===== config.mk =====
export PLATFORM = sky130hd
export DESIGN_NAME = wtse_engine
export DESIGN_NICKNAME = d
export VERILOG_FILES = /design/src/wtse_pkg.sv /design/src/wtse_engine.sv
export SDC_FILE = /design/constraint.sdc
export NUM_CORES = 1
export LEC_CHECK = 0
export ABC_AREA = 1
export BUFFER_PORTS_ARGS = -buffer_cell sky130_fd_sc_hd__buf_4
export CORE_MARGIN = 3
export CORE_UTILIZATION = 50
export CTS_CLUSTER_DIAMETER = 30
export DETAILED_ROUTE_END_ITERATION = 10
export PLACE_DENSITY = 0.73
export SLEW_MARGIN = 25
export SYNTH_ARGS = -nofsm -noshare
export SYNTH_HDL_FRONTEND = slang
export SYNTH_SLANG_ARGS = --single-unit

===== constraint.sdc =====
create_clock -name mclk_i -period 2.7 [get_ports mclk_i]
set_clock_uncertainty 0.1 [all_clocks]
set_input_delay 0 -clock mclk_i [delete_from_list [all_inputs] [get_ports mclk_i]]
set_output_delay 0 -clock mclk_i [all_outputs]
set_load 0.01 [all_outputs]

===== src/wtse_pkg.sv =====
package wtse_pkg;

  localparam int AW = 16;
  localparam int DW = 16;

  // Operation codes decoded by the sequencer.
  localparam logic [2:0] OP_DEFINE = 3'h0;
  localparam logic [2:0] OP_PUSH   = 3'h1;
  localparam logic [2:0] OP_LIFO   = 3'h2;
  localparam logic [2:0] OP_FIFO   = 3'h3;
  localparam logic [2:0] OP_SEARCH = 3'h4;
  localparam logic [2:0] OP_MAX    = 3'h5;

  // Stack layout relative to the base word.
  localparam logic [15:0] PTR_OFS   = 16'h0001;
  localparam logic [15:0] FIRST_OFS = 16'h0002;

  // Control word fields for find-maximum.
  localparam int CTL_SIGNED_BIT = 15;
  localparam int CTL_INDEX_BIT  = 14;
  localparam logic [15:0] CTL_LEN_MASK = 16'h0FFF;

  // Register port map, byte offsets.
  localparam logic [3:0] REG_CTRL  = 4'h0;
  localparam logic [3:0] REG_STAT  = 4'h4;
  localparam logic [3:0] REG_INDEX = 4'h8;
  localparam logic       CTRL_RST  = 1'b1;
  localparam int STAT_MATCH_BIT = 0;
  localparam int STAT_BUSY_BIT  = 1;

  typedef enum logic [4:0] {
    S_IDLE  = 5'h00,
    S_ZERO  = 5'h01,
    S_WBASE = 5'h03,
    S_WPTR  = 5'h02,
    S_DONE  = 5'h06,
    S_RWAIT = 5'h07,
    S_GPTR  = 5'h05,
    S_PUSHW = 5'h04,
    S_GDAT  = 5'h0C,
    S_WDEST = 5'h0D,
    S_GBASE = 5'h0F,
    S_SHG   = 5'h0E,
    S_SHW   = 5'h0A,
    S_WZERO = 5'h0B,
    S_SCAN  = 5'h09,
    S_SGET  = 5'h08,
    S_SHN   = 5'h19,
    S_MAXW  = 5'h18
  } wtse_state_t;

  // Four-digit BCD to binary.
  function automatic logic [15:0] wtse_bcd(input logic [15:0] b);
    logic [15:0] r;
    r = 16'({12'h000, b[15:12]}) * 16'h03E8;
    r = r + 16'({12'h000, b[11:8]}) * 16'h0064;
    r = r + 16'({12'h000, b[7:4]}) * 16'h000A;
    r = r + {12'h000, b[3:0]};
    return r;
  endfunction : wtse_bcd

endpackage : wtse_pkg


===== src/wtse_engine.sv =====
// Added by the designer: strobed register access and the placing of the registers.
`timescale 1ns/10ps
module wtse_engine
  import wtse_pkg::*;
(
  input  wire logic          mclk_i,
  input  wire logic          rst_n_i,
  input  wire logic          start_i,
  input  wire logic [2:0]    op_i,
  input  wire logic [AW-1:0] table_base_i,
  input  wire logic [15:0]   length_i,
  input  wire logic [DW-1:0] source_i,
  input  wire logic [AW-1:0] range_origin_i,
  input  wire logic [DW-1:0] compare_value_i,
  input  wire logic [15:0]   control_i,
  input  wire logic [AW-1:0] dest_addr_i,
  output logic               busy_o,
  output logic               done_o,
  output logic [AW-1:0]      mem_addr_o,
  output logic [DW-1:0]      mem_wdata_o,
  output logic               mem_we_o,
  output logic               mem_re_o,
  input  wire logic [DW-1:0] mem_rdata_i,
  output logic               match_flag_o,
  output logic [AW-1:0]      index_o,
  input  wire logic [3:0]    reg_addr_i,
  input  wire logic [15:0]   reg_wdata_i,
  input  wire logic          reg_wr_i,
  input  wire logic          reg_rd_i,
  output logic [15:0]        reg_rdata_o
);

  wtse_state_t   state_r;
  wtse_state_t   ret_r;
  logic [2:0]    op_r;
  logic [AW-1:0] tb_r;
  logic [AW-1:0] last_r;
  logic [AW-1:0] ptr_r;
  logic [AW-1:0] cnt_r;
  logic [AW-1:0] org_r;
  logic [AW-1:0] dest_r;
  logic [15:0]   n_r;
  logic [DW-1:0] src_r;
  logic [DW-1:0] cmp_r;
  logic [DW-1:0] data_r;
  logic [DW-1:0] best_r;
  logic [AW-1:0] best_idx_r;
  logic          found_r;
  logic          signed_r;
  logic          wr_idx_r;
  logic          idx_ld_r;
  logic          flag_ld_r;
  logic          enable_r;
  logic [AW-1:0] scan_addr;
  logic          greater;

  // Address of the word now returning during a scan.
  assign scan_addr = org_r + cnt_r;
  // Maximum comparison; strict so that ties keep the lowest address.
  assign greater = signed_r ? ($signed(mem_rdata_i) > $signed(best_r))
                            : (mem_rdata_i > best_r);

  // Sequencer for every operation; memory strobes are registered, so
  // each access appears on the port one cycle after it is decided and
  // read data is taken in the state that the wait state returns to.
  always_ff @(posedge mclk_i or negedge rst_n_i) begin
    if (!rst_n_i) begin
      state_r     <= S_IDLE;
      ret_r       <= S_IDLE;
      op_r        <= OP_DEFINE;
      tb_r        <= '0;
      last_r      <= '0;
      ptr_r       <= '0;
      cnt_r       <= '0;
      org_r       <= '0;
      dest_r      <= '0;
      n_r         <= '0;
      src_r       <= '0;
      cmp_r       <= '0;
      data_r      <= '0;
      best_r      <= '0;
      best_idx_r  <= '0;
      found_r     <= 1'b0;
      signed_r    <= 1'b0;
      wr_idx_r    <= 1'b0;
      idx_ld_r    <= 1'b0;
      flag_ld_r   <= 1'b0;
      busy_o      <= 1'b0;
      done_o      <= 1'b0;
      mem_addr_o  <= '0;
      mem_wdata_o <= '0;
      mem_we_o    <= 1'b0;
      mem_re_o    <= 1'b0;
    end else begin
      mem_we_o  <= 1'b0;
      mem_re_o  <= 1'b0;
      done_o    <= 1'b0;
      idx_ld_r  <= 1'b0;
      flag_ld_r <= 1'b0;
      case (state_r)
        S_IDLE: begin
          if (start_i && enable_r) begin
            busy_o   <= 1'b1;
            op_r     <= op_i;
            tb_r     <= table_base_i;
            src_r    <= source_i;
            org_r    <= range_origin_i;
            cmp_r    <= compare_value_i;
            dest_r   <= dest_addr_i;
            signed_r <= control_i[CTL_SIGNED_BIT];
            wr_idx_r <= control_i[CTL_INDEX_BIT];
            found_r  <= 1'b0;
            cnt_r    <= '0;
            case (op_i)
              OP_DEFINE: begin
                cnt_r   <= table_base_i + FIRST_OFS;
                ptr_r   <= table_base_i + FIRST_OFS;
                last_r  <= table_base_i + wtse_bcd(length_i) - 16'h0001;
                state_r <= S_ZERO;
              end
              OP_PUSH, OP_LIFO, OP_FIFO: begin
                mem_addr_o <= table_base_i + PTR_OFS;
                mem_re_o   <= 1'b1;
                ret_r      <= S_GPTR;
                state_r    <= S_RWAIT;
              end
              OP_SEARCH: begin
                n_r     <= wtse_bcd(length_i);
                state_r <= S_SCAN;
              end
              OP_MAX: begin
                n_r     <= wtse_bcd(control_i & CTL_LEN_MASK);
                state_r <= S_SCAN;
              end
              default: begin
                state_r <= S_DONE;
              end
            endcase
          end
        end
        S_ZERO: begin
          mem_addr_o  <= cnt_r;
          mem_wdata_o <= '0;
          mem_we_o    <= 1'b1;
          cnt_r       <= cnt_r + 16'h0001;
          if (cnt_r == last_r) begin
            state_r <= S_WBASE;
          end
        end
        S_WBASE: begin
          mem_addr_o  <= tb_r;
          mem_wdata_o <= last_r;
          mem_we_o    <= 1'b1;
          state_r     <= S_WPTR;
        end
        S_WPTR: begin
          mem_addr_o  <= tb_r + PTR_OFS;
          mem_wdata_o <= ptr_r;
          mem_we_o    <= 1'b1;
          state_r     <= S_DONE;
        end
        S_DONE: begin
          done_o  <= 1'b1;
          busy_o  <= 1'b0;
          state_r <= S_IDLE;
        end
        S_RWAIT: begin
          state_r <= ret_r;
        end
        S_GPTR: begin
          if (op_r == OP_PUSH) begin
            ptr_r   <= mem_rdata_i;
            state_r <= S_PUSHW;
          end else if (op_r == OP_LIFO) begin
            ptr_r      <= mem_rdata_i - 16'h0001;
            mem_addr_o <= mem_rdata_i - 16'h0001;
            mem_re_o   <= 1'b1;
            ret_r      <= S_GDAT;
            state_r    <= S_RWAIT;
          end else begin
            ptr_r      <= mem_rdata_i - 16'h0001;
            mem_addr_o <= tb_r;
            mem_re_o   <= 1'b1;
            ret_r      <= S_GBASE;
            state_r    <= S_RWAIT;
          end
        end
        S_PUSHW: begin
          mem_addr_o  <= ptr_r;
          mem_wdata_o <= src_r;
          mem_we_o    <= 1'b1;
          ptr_r       <= ptr_r + 16'h0001;
          state_r     <= S_WPTR;
        end
        S_GBASE: begin
          last_r     <= mem_rdata_i;
          cnt_r      <= tb_r + FIRST_OFS;
          mem_addr_o <= tb_r + FIRST_OFS;
          mem_re_o   <= 1'b1;
          ret_r      <= S_GDAT;
          state_r    <= S_RWAIT;
        end
        S_GDAT: begin
          data_r  <= mem_rdata_i;
          state_r <= S_WDEST;
        end
        S_WDEST: begin
          mem_addr_o  <= dest_r;
          mem_wdata_o <= data_r;
          mem_we_o    <= 1'b1;
          // Last-in pop leaves the stack data untouched.
          state_r     <= (op_r == OP_LIFO) ? S_WPTR : S_SHN;
        end
        S_SHN: begin
          if (cnt_r == last_r) begin
            state_r <= S_WZERO;
          end else begin
            mem_addr_o <= cnt_r + 16'h0001;
            mem_re_o   <= 1'b1;
            ret_r      <= S_SHG;
            state_r    <= S_RWAIT;
          end
        end
        S_SHG: begin
          data_r  <= mem_rdata_i;
          state_r <= S_SHW;
        end
        S_SHW: begin
          mem_addr_o  <= cnt_r;
          mem_wdata_o <= data_r;
          mem_we_o    <= 1'b1;
          cnt_r       <= cnt_r + 16'h0001;
          state_r     <= S_SHN;
        end
        S_WZERO: begin
          mem_addr_o  <= last_r;
          mem_wdata_o <= '0;
          mem_we_o    <= 1'b1;
          state_r     <= S_WPTR;
        end
        S_SCAN: begin
          if (n_r == 16'h0000) begin
            flag_ld_r <= (op_r == OP_SEARCH);
            state_r   <= S_DONE;
          end else begin
            mem_addr_o <= scan_addr;
            mem_re_o   <= 1'b1;
            ret_r      <= S_SGET;
            state_r    <= S_RWAIT;
          end
        end
        S_SGET: begin
          if (op_r == OP_SEARCH) begin
            if (!found_r && mem_rdata_i == cmp_r) begin
              found_r    <= 1'b1;
              best_idx_r <= scan_addr;
            end
          end else if (!found_r || greater) begin
            found_r    <= 1'b1;
            best_r     <= mem_rdata_i;
            best_idx_r <= scan_addr;
          end
          cnt_r <= cnt_r + 16'h0001;
          if (cnt_r + 16'h0001 == n_r) begin
            flag_ld_r <= (op_r == OP_SEARCH);
            state_r   <= (op_r == OP_SEARCH) ? S_DONE : S_MAXW;
          end else begin
            state_r <= S_SCAN;
          end
        end
        S_MAXW: begin
          mem_addr_o  <= dest_r;
          mem_wdata_o <= best_r;
          mem_we_o    <= 1'b1;
          idx_ld_r    <= wr_idx_r;
          state_r     <= S_DONE;
        end
        default: begin
          state_r <= S_IDLE;
        end
      endcase
    end
  end

  // Match flag and index register; the engine wins over a port write in
  // the same cycle so a search result is never lost.
  always_ff @(posedge mclk_i or negedge rst_n_i) begin
    if (!rst_n_i) begin
      match_flag_o <= 1'b0;
      index_o      <= '0;
    end else begin
      if (flag_ld_r) begin
        match_flag_o <= found_r;
      end
      if ((flag_ld_r && found_r) || idx_ld_r) begin
        index_o <= best_idx_r;
      end else if (reg_wr_i && reg_addr_i == REG_INDEX) begin
        index_o <= reg_wdata_i;
      end
    end
  end

  // Register port. Unmapped addresses read zero; enable gates new starts.
  always_ff @(posedge mclk_i or negedge rst_n_i) begin
    if (!rst_n_i) begin
      enable_r    <= CTRL_RST;
      reg_rdata_o <= '0;
    end else begin
      if (reg_wr_i && reg_addr_i == REG_CTRL) begin
        enable_r <= reg_wdata_i[0];
      end
      reg_rdata_o <= '0;
      if (reg_rd_i) begin
        case (reg_addr_i)
          REG_CTRL:  reg_rdata_o <= {15'h0000, enable_r};
          REG_STAT:  reg_rdata_o <= {14'h0000, busy_o, match_flag_o};
          REG_INDEX: reg_rdata_o <= index_o;
          default:   reg_rdata_o <= '0;
        endcase
      end
    end
  end

  // Checks on the memory traffic and result registers.
  ptr_last_a: assert property (@(posedge mclk_i) disable iff (!rst_n_i)
    done_o && op_r != OP_SEARCH && op_r != OP_MAX && op_r <= OP_FIFO
    |-> $past(mem_we_o) && $past(mem_addr_o) == tb_r + PTR_OFS)
    else $error("pointer word was not the last write");
  define_ptr_a: assert property (@(posedge mclk_i) disable iff (!rst_n_i)
    state_r == S_WPTR && op_r == OP_DEFINE |=> mem_we_o
    && mem_addr_o == tb_r + PTR_OFS && mem_wdata_o == tb_r + FIRST_OFS)
    else $error("define wrote a wrong pointer");
  define_zero_a: assert property (@(posedge mclk_i) disable iff (!rst_n_i)
    op_r == OP_DEFINE && busy_o && mem_we_o && mem_addr_o != tb_r
    && mem_addr_o != tb_r + PTR_OFS |-> mem_wdata_o == 16'h0000)
    else $error("define wrote a nonzero data word");
  push_data_a: assert property (@(posedge mclk_i) disable iff (!rst_n_i)
    state_r == S_PUSHW |=> mem_we_o && mem_addr_o == $past(ptr_r)
    && mem_wdata_o == src_r ##1 mem_we_o && mem_addr_o == tb_r + PTR_OFS
    && mem_wdata_o == $past(mem_addr_o) + 16'h0001)
    else $error("push wrote wrong word or pointer");
  lifo_keep_a: assert property (@(posedge mclk_i) disable iff (!rst_n_i)
    op_r == OP_LIFO && busy_o && mem_we_o
    |-> mem_addr_o == tb_r + PTR_OFS || mem_addr_o == dest_r)
    else $error("last-in pop wrote inside the stack");
  search_low_a: assert property (@(posedge mclk_i) disable iff (!rst_n_i)
    state_r == S_SGET && op_r == OP_SEARCH && found_r
    |=> $stable(best_idx_r))
    else $error("later match replaced the lowest one");
  miss_keep_a: assert property (@(posedge mclk_i) disable iff (!rst_n_i)
    flag_ld_r && !found_r && !(reg_wr_i && reg_addr_i == REG_INDEX)
    |=> !match_flag_o && $stable(index_o))
    else $error("miss changed the index or kept the flag");
  max_tie_a: assert property (@(posedge mclk_i) disable iff (!rst_n_i)
    state_r == S_SGET && op_r == OP_MAX && found_r && !greater
    |=> $stable(best_r) && $stable(best_idx_r))
    else $error("maximum moved without a larger value");
  max_index_a: assert property (@(posedge mclk_i) disable iff (!rst_n_i)
    state_r == S_MAXW && !wr_idx_r
    |=> !(reg_wr_i && reg_addr_i == REG_INDEX) |=> $stable(index_o))
    else $error("maximum address written while disabled");

  define_c: cover property (@(posedge mclk_i) done_o && op_r == OP_DEFINE);
  fifo_c:   cover property (@(posedge mclk_i) done_o && op_r == OP_FIFO);
  hit_c:    cover property (@(posedge mclk_i) flag_ld_r && found_r);
  max_c:    cover property (@(posedge mclk_i) idx_ld_r);

endmodule : wtse_engine


## Yosys cells after proc, flatten, opt, wreduce, memory -nomap -nowiden

Cells that the tools add are included.

- Output and inout port bits: 69
- Input port bits: 156
- Register bits: 280

- $mul: 5
- $lt $le $gt $ge: 2
- Multiplexer cells: 63
- Eq/ne operators: 40
- Bitwise gates (word level): 1
- Reduce and logical (&&, ||, !) cells: 46
- Add/subtract/negate cells: 15

Operators with widths:

| operator | number |
|---|---|
| two-way mux 16 bit | 19 |
| case mux 16 bit (11 select lines) | 1 |
| case mux 16 bit (3 select lines) | 3 |
| case mux 16 bit (6 select lines) | 1 |
| case mux 5 bit (14 select lines) | 1 |
| adder 16 x 1 -> 16 bit (second input constant) | 4 |
| case mux 16 bit (2 select lines) | 2 |
| two-way mux 5 bit | 10 |
| == test 16 bit | 3 |
| == test 5 x 4 -> 1 bit (second input constant) | 8 |
| adder 16 bit | 2 |
| adder 16 x 2 -> 16 bit (second input constant) | 2 |
| > comparator 16 bit | 2 |
| subtractor 16 x 1 -> 16 bit (second input constant) | 2 |
| case mux 5 bit (5 select lines) | 1 |
| == test 5 x 3 -> 1 bit (second input constant) | 4 |
| multiplier 4 x 5 -> 9 bit (second input constant) | 2 |
| two-way mux 1 bit | 17 |
| adder 15 x 8 -> 16 bit | 1 |
| adder 16 x 4 -> 16 bit | 1 |
| logical NOT 16 bit | 1 |
| adder 14 x 11 -> 15 bit | 1 |
| AND reduction 3 bit | 5 |
| multiplier 4 x 3 -> 7 bit (second input constant) | 2 |
| 37 further kinds | 77 |

## Logic depth before layout (Yosys ltp)

Gate-level depths: netlist of run 1.

- Depth after elaboration: 9
- Depth in mapped cells: 31
- Depth with buffers taken out: 31

## Least setup slack after synthesis of run 1

OpenSTA, ideal clock, no wires.

- Path type: input-to-reg
- From: input port length_i[13]
- To: register last_r[15]
- Stages: 30
- Setup time: 0.129 ns
- Data required time: 2.471 ns
- Arrival time: 5.019 ns
- Path buffers: 0
- Path slack: -2.548 ns
- Cell sequence: fa_1 > inv_1 > fa_1 > inv_1 > ha_1 > a21oi_1 > nand2_1 > xor2_1 > inv_1 > ha_1 > ha_1 > ha_1 > nand2_1 > o21a_1 > o21ai_0 > nand2_1 > a21oi_1 > nor2_1 > xor2_1 > ha_1 > inv_1 > ha_1 > a21o_1 > a21o_1 > a21oi_1 > o211ai_1 > nand2_1 > nand2_1 > nor2_1 > o22ai_1

- Word-level cells in the longest chain between the ends: 9

Ends and longest elaborated chain:

| item | RTL line | text |
|---|---|---|
| start: declaration | wtse_engine.sv:11 | `input wire logic [15:0] length_i,` |
| multiplier 4 x 7 -> 11 bit | wtse_pkg.sv:55 | `r = 16'({12'h000, b[15:12]}) * 16'h03E8;` |
| adder 14 x 11 -> 15 bit | wtse_pkg.sv:56 | `r = r + 16'({12'h000, b[11:8]}) * 16'h0064;` |
| adder 15 x 8 -> 16 bit | wtse_pkg.sv:57 | `r = r + 16'({12'h000, b[7:4]}) * 16'h000A;` |
| adder 16 x 4 -> 16 bit | wtse_pkg.sv:58 | `r = r + {12'h000, b[3:0]};` |
| adder 16 bit | wtse_engine.sv:118 | `last_r <= table_base_i + wtse_bcd(length_i) - 16'h0001;` |
| subtractor 16 x 1 -> 16 bit | wtse_engine.sv:118 |  |
| two-way mux 16 bit | wtse_engine.sv:114 | `case (op_i)` |
| two-way mux 16 bit | wtse_engine.sv:102 | `if (start_i && enable_r) begin` |
| case mux 16 bit (2 select lines) | wtse_engine.sv:100 | `case (state_r)` |
| end signal: assignment | wtse_engine.sv:118 |  |
| end signal: assignment | wtse_engine.sv:196 | `last_r <= mem_rdata_i;` |
| end: declaration | wtse_engine.sv:37 | `logic [AW-1:0] last_r;` |

Every way passes these cells. The select of a mux whose other input is x is not followed.
A chain may end at the register's enable or synchronous reset.

## Final worst setup path of run 1

- From: input port length_i[15]
- To: register last_r[14]

The elaborated chain is that of the path after synthesis.

==> results.cfg, run 1 <==
[run_status]
status = finished, violations left
violations = setup timing

[power]
cellLeakagePower_nw = 15.3
p_sw_share_pct = 37.1
power-per-cell-area_nw_per_um2 = 966
irDropWorstVdd_uv = 4920
power_frac_clock_pct = 30.8
combinationalPowerShare_pct = 54.0
internal_power_mw = 18.3
seq_power_share_pct = 15.2
power.switching_mw = 10.8

[setup_path]
cp_slowest_stage_delay_ns = 0.58
timing.rr.start = state_r[1]
critPathCaptureType = flip-flop
worst-r2r-setup-slack_ns = -0.01
r2r_end = mem_addr_o[11]
startpoint = length_i[15]
timing.critical_path.required_ns = 3.06
critical_path.slowest_cell = sky130_fd_sc_hd__fa_2
setup.worst_path.class = in2reg
cp.arrival_ns = 5.16
worstSetupEndpoint = last_r[14]
most_frequent_cell_on_the_critical_path = sky130_fd_sc_hd__ha_4
start_kind = input pin
rr_worst_depth = 13
biggest_fanout_along_the_worst_timing_path = 4

[detailed_routing]
routedWlPerCell_um = 21.8
drtAntennaViolNets = 0
wirelength_met1_um = 34600
wl_met2_um = 40800
maxUsedRoutingLayer = met4
firstDrtPassIters = 8
route.vias.total = 23600
drt_drc_violations_left = 0
route.detailed.vias_per_inst = 5.78
met3_length_um = 8850
first_iter_violations = 2912
postRouteWirelength_um = 89000

[yosys]
synthMuxAreaShare_pct = 0
synth_top_family_by_area = simple AND/OR/NAND/NOR gates
synth_xor_xnor_area_share_pct = 3.62
synth-compound-area-share_pct = 14.5
postSynthCellCount = 2882
post_synth_and_or_nand_nor_area_fraction_pct = 27.5
distinct_cells_synth = 58
yosysWarnings = 0
post_synth_instance_area_um2 = 20600
postSynthAreaPerCell_um2 = 7.14
synth.yosys.seq_area_share_pct = 33.8
yosys.area_share.adder_pct = 10.9
synth_fp_nets = 3203
synth_seq_cells = 278

[cts]
cts_tree = done
clk_transition_reported_paths_ns = 0.04
cts_htree_levels = 3
worst_skew_pair.late_latency_ns = 0.61
cts-buffers-inserted = 69
cts.path.max_buffers = 3
clkSinkCount = 278
cts.root.buffer_cell = sky130_fd_sc_hd__clkbuf_16

[final_layout]
area_growth_pct = 46.2
post_route_cells_drive_above_1_share_pct = 24.8
finalNetCount = 3827

[hold_path]
hold_path_class = in2reg

[die]
core_area_um2 = 40200
die_width_um = 209
row_count = 73
die_area_um2 = 43600
initial_utilization_pct = 51.2
floorplan.die.height_um = 209
ioPinCount = 225

[sta]
slew-limit-headroom_pct = 41.7
finalWorstSetupSlack_ns = -2.10
hold_viol = 0
fin_worst_hold_slack_ns = 0.0236
period_utilization_pct = 178
tightest_slew_ns = 0.875
fin_crit_ns = 4.80
rsz0062_at_grt = yes
fin_tns_setup_ns = -23.00
setup_viol = 21
final_report_max_slew_violation_count = 0
top_achievable_clock_speed_mhz = 208

[global_routing]
globalRouteOverflowTotal = 0
grt_pass1_vias = 23500
grt_pass1_wl_um = 134000
groute.usage.overall_pct = 39.5
antenna_violations_before_repair = 1
maximum_number_of_pins_on_one_net_before_global_route_repair = 80

[place]
detailed_place_hpwl_um = 63700
dp_slack_ns = -2.49
routabilityCongestion = 1.05
numPortBuffers = 222

[run]
timing.max_cap.violations = 0
## kinds of logic after synthesis
group                    count (synthesis)
XOR/XNOR                                85
flip-flops                             278
adder cells (fa/ha/maj)                165
AND/OR/NAND/NOR                       1346
buffers and inverters                  504
AO/OA/AOI/OAI                          504
## worst min-delay path by stage
stage / from / cells past startpoint / slack (ns) / to
after floorplan: rst_n_i / 0 / -0.40 / best_idx_r[0]
after global placement: rst_n_i / 1 / -0.12 / wr_idx_r
after detailed placement: rst_n_i / 1 / -0.12 / busy_o
after CTS: start_i / 5 / 0.0009 / cnt_r[4]
after global routing: range_origin_i[11] / 4 / 0.05 / org_r[11]
final: control_i[10] / 7 / 0.02 / n_r[10]
## cell usage in the layout (no fill, tap or decap), drive strengths merged, types with 36 or more instances in the layout
master and n:
o22ai 36, ha 141, nand4 56, xor2 57
o21ai 226, nor2 253, nand3 131, dlygate4sd3 149
a21oi 106, clkbuf 84, nand2 834, buf 488
inv 427, dfrtp 277
## metal layers
layer / up-vias / global-route usage (%)
met5: - / 0
met4: 0 / 17.4
met3: 326 / 9.17
met2: 1386 / 63.9
met1: 11200 / 50.6
li1: 10700 / -
## synth_stat cells (all sizes together)
library cell	n	area, um^2
o22ai	36	225
nand3b	10	75.1
clkbuf	45	169
nand3	131	671
ha	141	1760
o22a	1	8.76
o221ai	24	210
a31o	1	8.76
buf	39	234
a21o	4	30.0
o2111ai	5	43.8
nor3	34	185
and3	3	18.8
nor3b	1	7.51
a41oi	4	35.0
dfrtp	277	6930
o31ai	4	30.0
nand4	56	357
a21oi	106	534
a211oi	17	128
o211ai	29	218
a311oi	1	8.76
a2bb2oi	2	17.5
nand2	834	3170
a22o	1	8.76
a21boi	4	30.0
xor2	57	499
xnor2	28	245
a31oi	22	138
o21ai	226	1190
dfstp	1	26.3
nor4	13	81.3
a221oi	1	8.76
o21bai	6	45.0
fa	24	480
or2	11	68.8
o21a	7	52.6
a22oi	3	22.5
inv	417	1570
clkinv	3	11.3
nor2	253	1030
## critical path, delay by kind of cell
| family | cells | cell delay [ns] |
|---|---|---|
| xor gates and xnor gates | 2 | 0.33 |
| buffers and inverters | 7 | 0.49 |
| AOI/OAI and AO/OA | 5 | 0.69 |
| and+or+nand+nor | 8 | 0.93 |
| adders and majority gates | 8 | 2.68 |
## state kept, by name (all words and copies together), names as in the netlist, 3 cells and up
| signal | flops |
|---|---|
| reg_rdata_o | 16 |
| org_r | 16 |
| cnt_r | 16 |
| src_r | 16 |
| mem_addr_o | 16 |
| op_r | 3 |
| dest_r | 16 |
| data_r | 16 |
| n_r | 15 |
| last_r | 16 |
| cmp_r | 16 |
| tb_r | 16 |
| index_o | 16 |
| best_r | 16 |
| ret_r | 4 |
| ptr_r | 16 |
| mem_wdata_o | 16 |
| state_r | 5 |
| best_idx_r | 16 |
## metrics by stage
stage | utilization, % | instances | instance area [um^2] | power (mW)
3_5_place_dp | 62.0 | 3778 | 24900 | 15.9
5_1_grt | 74.9 | 4086 | 30100 | 30.4
6_report | 74.9 | 4088 | 30100 | 29.1
3_3_place_gp | 62.0 | 3778 | 24900 | 15.7
4_1_cts | 73.5 | 4074 | 29500 | 27.7
2_1_floorplan | - | 2882 | 21100 | 11.3
## power by group through the flow
stage	Sequential (mW)	Combinational [mW]	Clock, mW
after detailed placement	4.46	11.4	0
after floorplan	4.45	6.88	0
after global placement	4.45	11.3	0
final	4.41	15.7	8.94
after CTS	4.40	14.3	8.95
after global routing	4.41	16.8	9.19
## area by class of cell
type | instances | area (um^2)
multi-input cells | 2100 | 12900
fillers | 2877 | 10100
flip-flops and latches | 278 | 6970
repair buffers | 637 | 5460
clock buffers | 84 | 1850
inverters | 420 | 1590
well taps | 525 | 657
clock inverters | 42 | 629
diodes | 2 | 5.00
## what timing repair did
action / 4_1_cts / 5_1_grt
hold buffers: 150 / 0
hold endpoints to repair: 485 / 0
resized for setup: 102 / 106
setup buffers: 25 / 17
endpoints found under the setup margin: 23 / 58
pin swaps: 65 / 66
Note: power is estimated with default switching activity, not from simulation.
==> run 2: changes to the inputs <==
--- a/config.mk
+++ b/config.mk
@@ -11,7 +11,9 @@
 export CORE_UTILIZATION = 50
 export CTS_CLUSTER_DIAMETER = 30
 export DETAILED_ROUTE_END_ITERATION = 10
+export MAX_ROUTING_LAYER = met4
 export PLACE_DENSITY = 0.73
+export SETUP_SLACK_MARGIN = 0.1
 export SLEW_MARGIN = 25
 export SYNTH_ARGS = -nofsm -noshare
 export SYNTH_HDL_FRONTEND = slang
==> run 2 against run 1 <==
Compared with the run above: the run still ends with setup timing left; routed wire length shrank 0.29%; cell area is 0.28% higher; non-clock buffer count up 5; clock power increased by 1%; combinational power is 6% lower; sequential power about the same; die area did not move; count of clock-buffer cells in the layout rose by 9; largest power group unchanged; highest routed layer unchanged.
==> results.cfg, run 2 (synthesized netlist as in run 1, its figures left out) <==
[run_status]
status = finished, violations left
violations = setup timing

[power]
power-per-cell-area_nw_per_um2 = 933
design_power_total_mw = 28.2
cellLeakagePower_nw = 15.4
irDropWorstVdd_uv = 2630

[setup_path]
setup.worst_path.class = in2reg
critical_path.slowest_cell = sky130_fd_sc_hd__fa_1
critPathCaptureType = flip-flop
start_kind = input pin
timing.critical_path.required_ns = 3.07
biggest_fanout_along_the_worst_timing_path = 4
cp.arrival_ns = 4.96
cp_slowest_stage_delay_ns = 0.58
most_frequent_cell_on_the_critical_path = sky130_fd_sc_hd__ha_4

[sta]
slew-limit-headroom_pct = 44.1
hold_viol = 0
fin_crit_ns = 4.59
tightest_slew_ns = 0.839
top_achievable_clock_speed_mhz = 218
rsz0062_at_grt = yes
period_utilization_pct = 170
final_report_max_slew_violation_count = 0
finalWorstSetupSlack_ns = -1.89
setup_viol = 20
fin_worst_hold_slack_ns = 0.0385

[die]
die_area_um2 = 43600
die_width_um = 209
initial_utilization_pct = 51.2
row_count = 73
ioPinCount = 225
core_area_um2 = 40200
floorplan.die.height_um = 209

[cts]
cts-buffers-inserted = 72
clk_transition_reported_paths_ns = 0.04
worst_skew_pair.late_latency_ns = 0.61
cts_tree = done
cts.path.max_buffers = 3
cts.root.buffer_cell = sky130_fd_sc_hd__clkbuf_16
clkSinkCount = 278
cts_htree_levels = 3

[detailed_routing]
firstDrtPassIters = 8
route.vias.total = 23600
postRouteWirelength_um = 88800
drt_drc_violations_left = 0
drtAntennaViolNets = 0
first_iter_violations = 2972
route.detailed.vias_per_inst = 5.75
routedWlPerCell_um = 21.7

[final_layout]
area_growth_pct = 46.7
commonest_non_fill_non_tap_cell_in_the_layout = sky130_fd_sc_hd__nand2_1
postLayoutCellArea_um2 = 30200
num-fill-cells = 2902
layout_common_cells = sky130_fd_sc_hd__nand2_1, sky130_fd_sc_hd__buf_4, sky130_fd_sc_hd__inv_1
finalNetCount = 3835
post_route_cells_drive_above_1_share_pct = 25.3

[global_routing]
globalRouteOverflowTotal = 0
groute.usage.overall_pct = 40.7
grt_pass1_wl_um = 135000
maximum_number_of_pins_on_one_net_before_global_route_repair = 79
antenna_violations_before_repair = 2
grt_pass1_vias = 23400

[place]
numPortBuffers = 222
dp_slack_ns = -2.53
detailed_place_hpwl_um = 65000
routabilityCongestion = 1.05
place_area_um2 = 25100

[hold_path]
hold_path_class = in2reg

[run]
timing.max_cap.violations = 0
==> run 2: what timing repair did <==
action	CTS	global route
endpoints found under the setup margin	33	87
hold buffers	148	0
cloned	0	1
endpoints found under the hold margin	482	0
resized for setup	92	117
buffers inserted	16	19
pin swaps	38	52
==> run 2: routing by layer <==
metal | up-vias | share of wire (%) | global-route usage, %
met1 | 11300 | 40 | 51.6
met4 | 0 | 4.9 | 17.8
met5 | - | 0 | -
li1 | 10700 | - | -
met2 | 1331 | 46 | 64.4
met3 | 280 | 9.0 | 7.27
==> run 2: per-stage QoR <==
| step | setup TNS (ns) | utilization [%] | instances |
|---|---|---|---|
| 2_1_floorplan | -21.14 | - | 2882 |
| 3_3_place_gp | -33.72 | 62.3 | 3793 |
| 3_5_place_dp | -35.01 | 62.3 | 3793 |
| 4_1_cts | -19.90 | 73.6 | 4079 |
| 5_1_grt | -23.64 | 75.1 | 4096 |
| 6_report | -20.46 | 75.1 | 4096 |
==> run 2: final cells by class <==
cell class	instances	area [um^2]	share of cell area [%]
Antenna cell	2	5.00	0.0166
Tap cell	525	657	2.18
Multi-Input combinational cell	2100	12900	42.9
Timing Repair Buffer	642	5470	18.1
Sequential cell	278	6970	23.1
Clock inverter	36	517	1.71
Clock buffer	93	2020	6.70
Inverter	420	1600	5.29
==> run 2: critical path, delay by kind of cell <==
family / cells / cell delay [ns]
adders and majority gates: 8 / 2.68
and+or+nand+nor: 9 / 0.98
AOI/OAI and AO/OA: 4 / 0.49
buffers and inverters: 7 / 0.47
xor gates and xnor gates: 2 / 0.32
==> run 2: where the power goes <==
group          switching [mW]  internal, mW  total, mW
sequential              0.121          4.29       4.41
clock                    2.89          6.17       9.06
combinational            7.49          7.19       14.7
==> run 2: path summary, 6_finish.rpt <==
kind,end,cells past startpoint,from,slack (ns)
max,last_r[14],30,length_i[15],-1.89
min,n_r[4],6,control_i[10],0.04
max reg2reg,mem_addr_o[15],13,cnt_r[3],0.17
min reg2reg,src_r[10],2,src_r[10],0.37
max in group asynchronous,cnt_r[14],4,rst_n_i,1.22
min in group asynchronous,wr_idx_r,3,rst_n_i,0.43
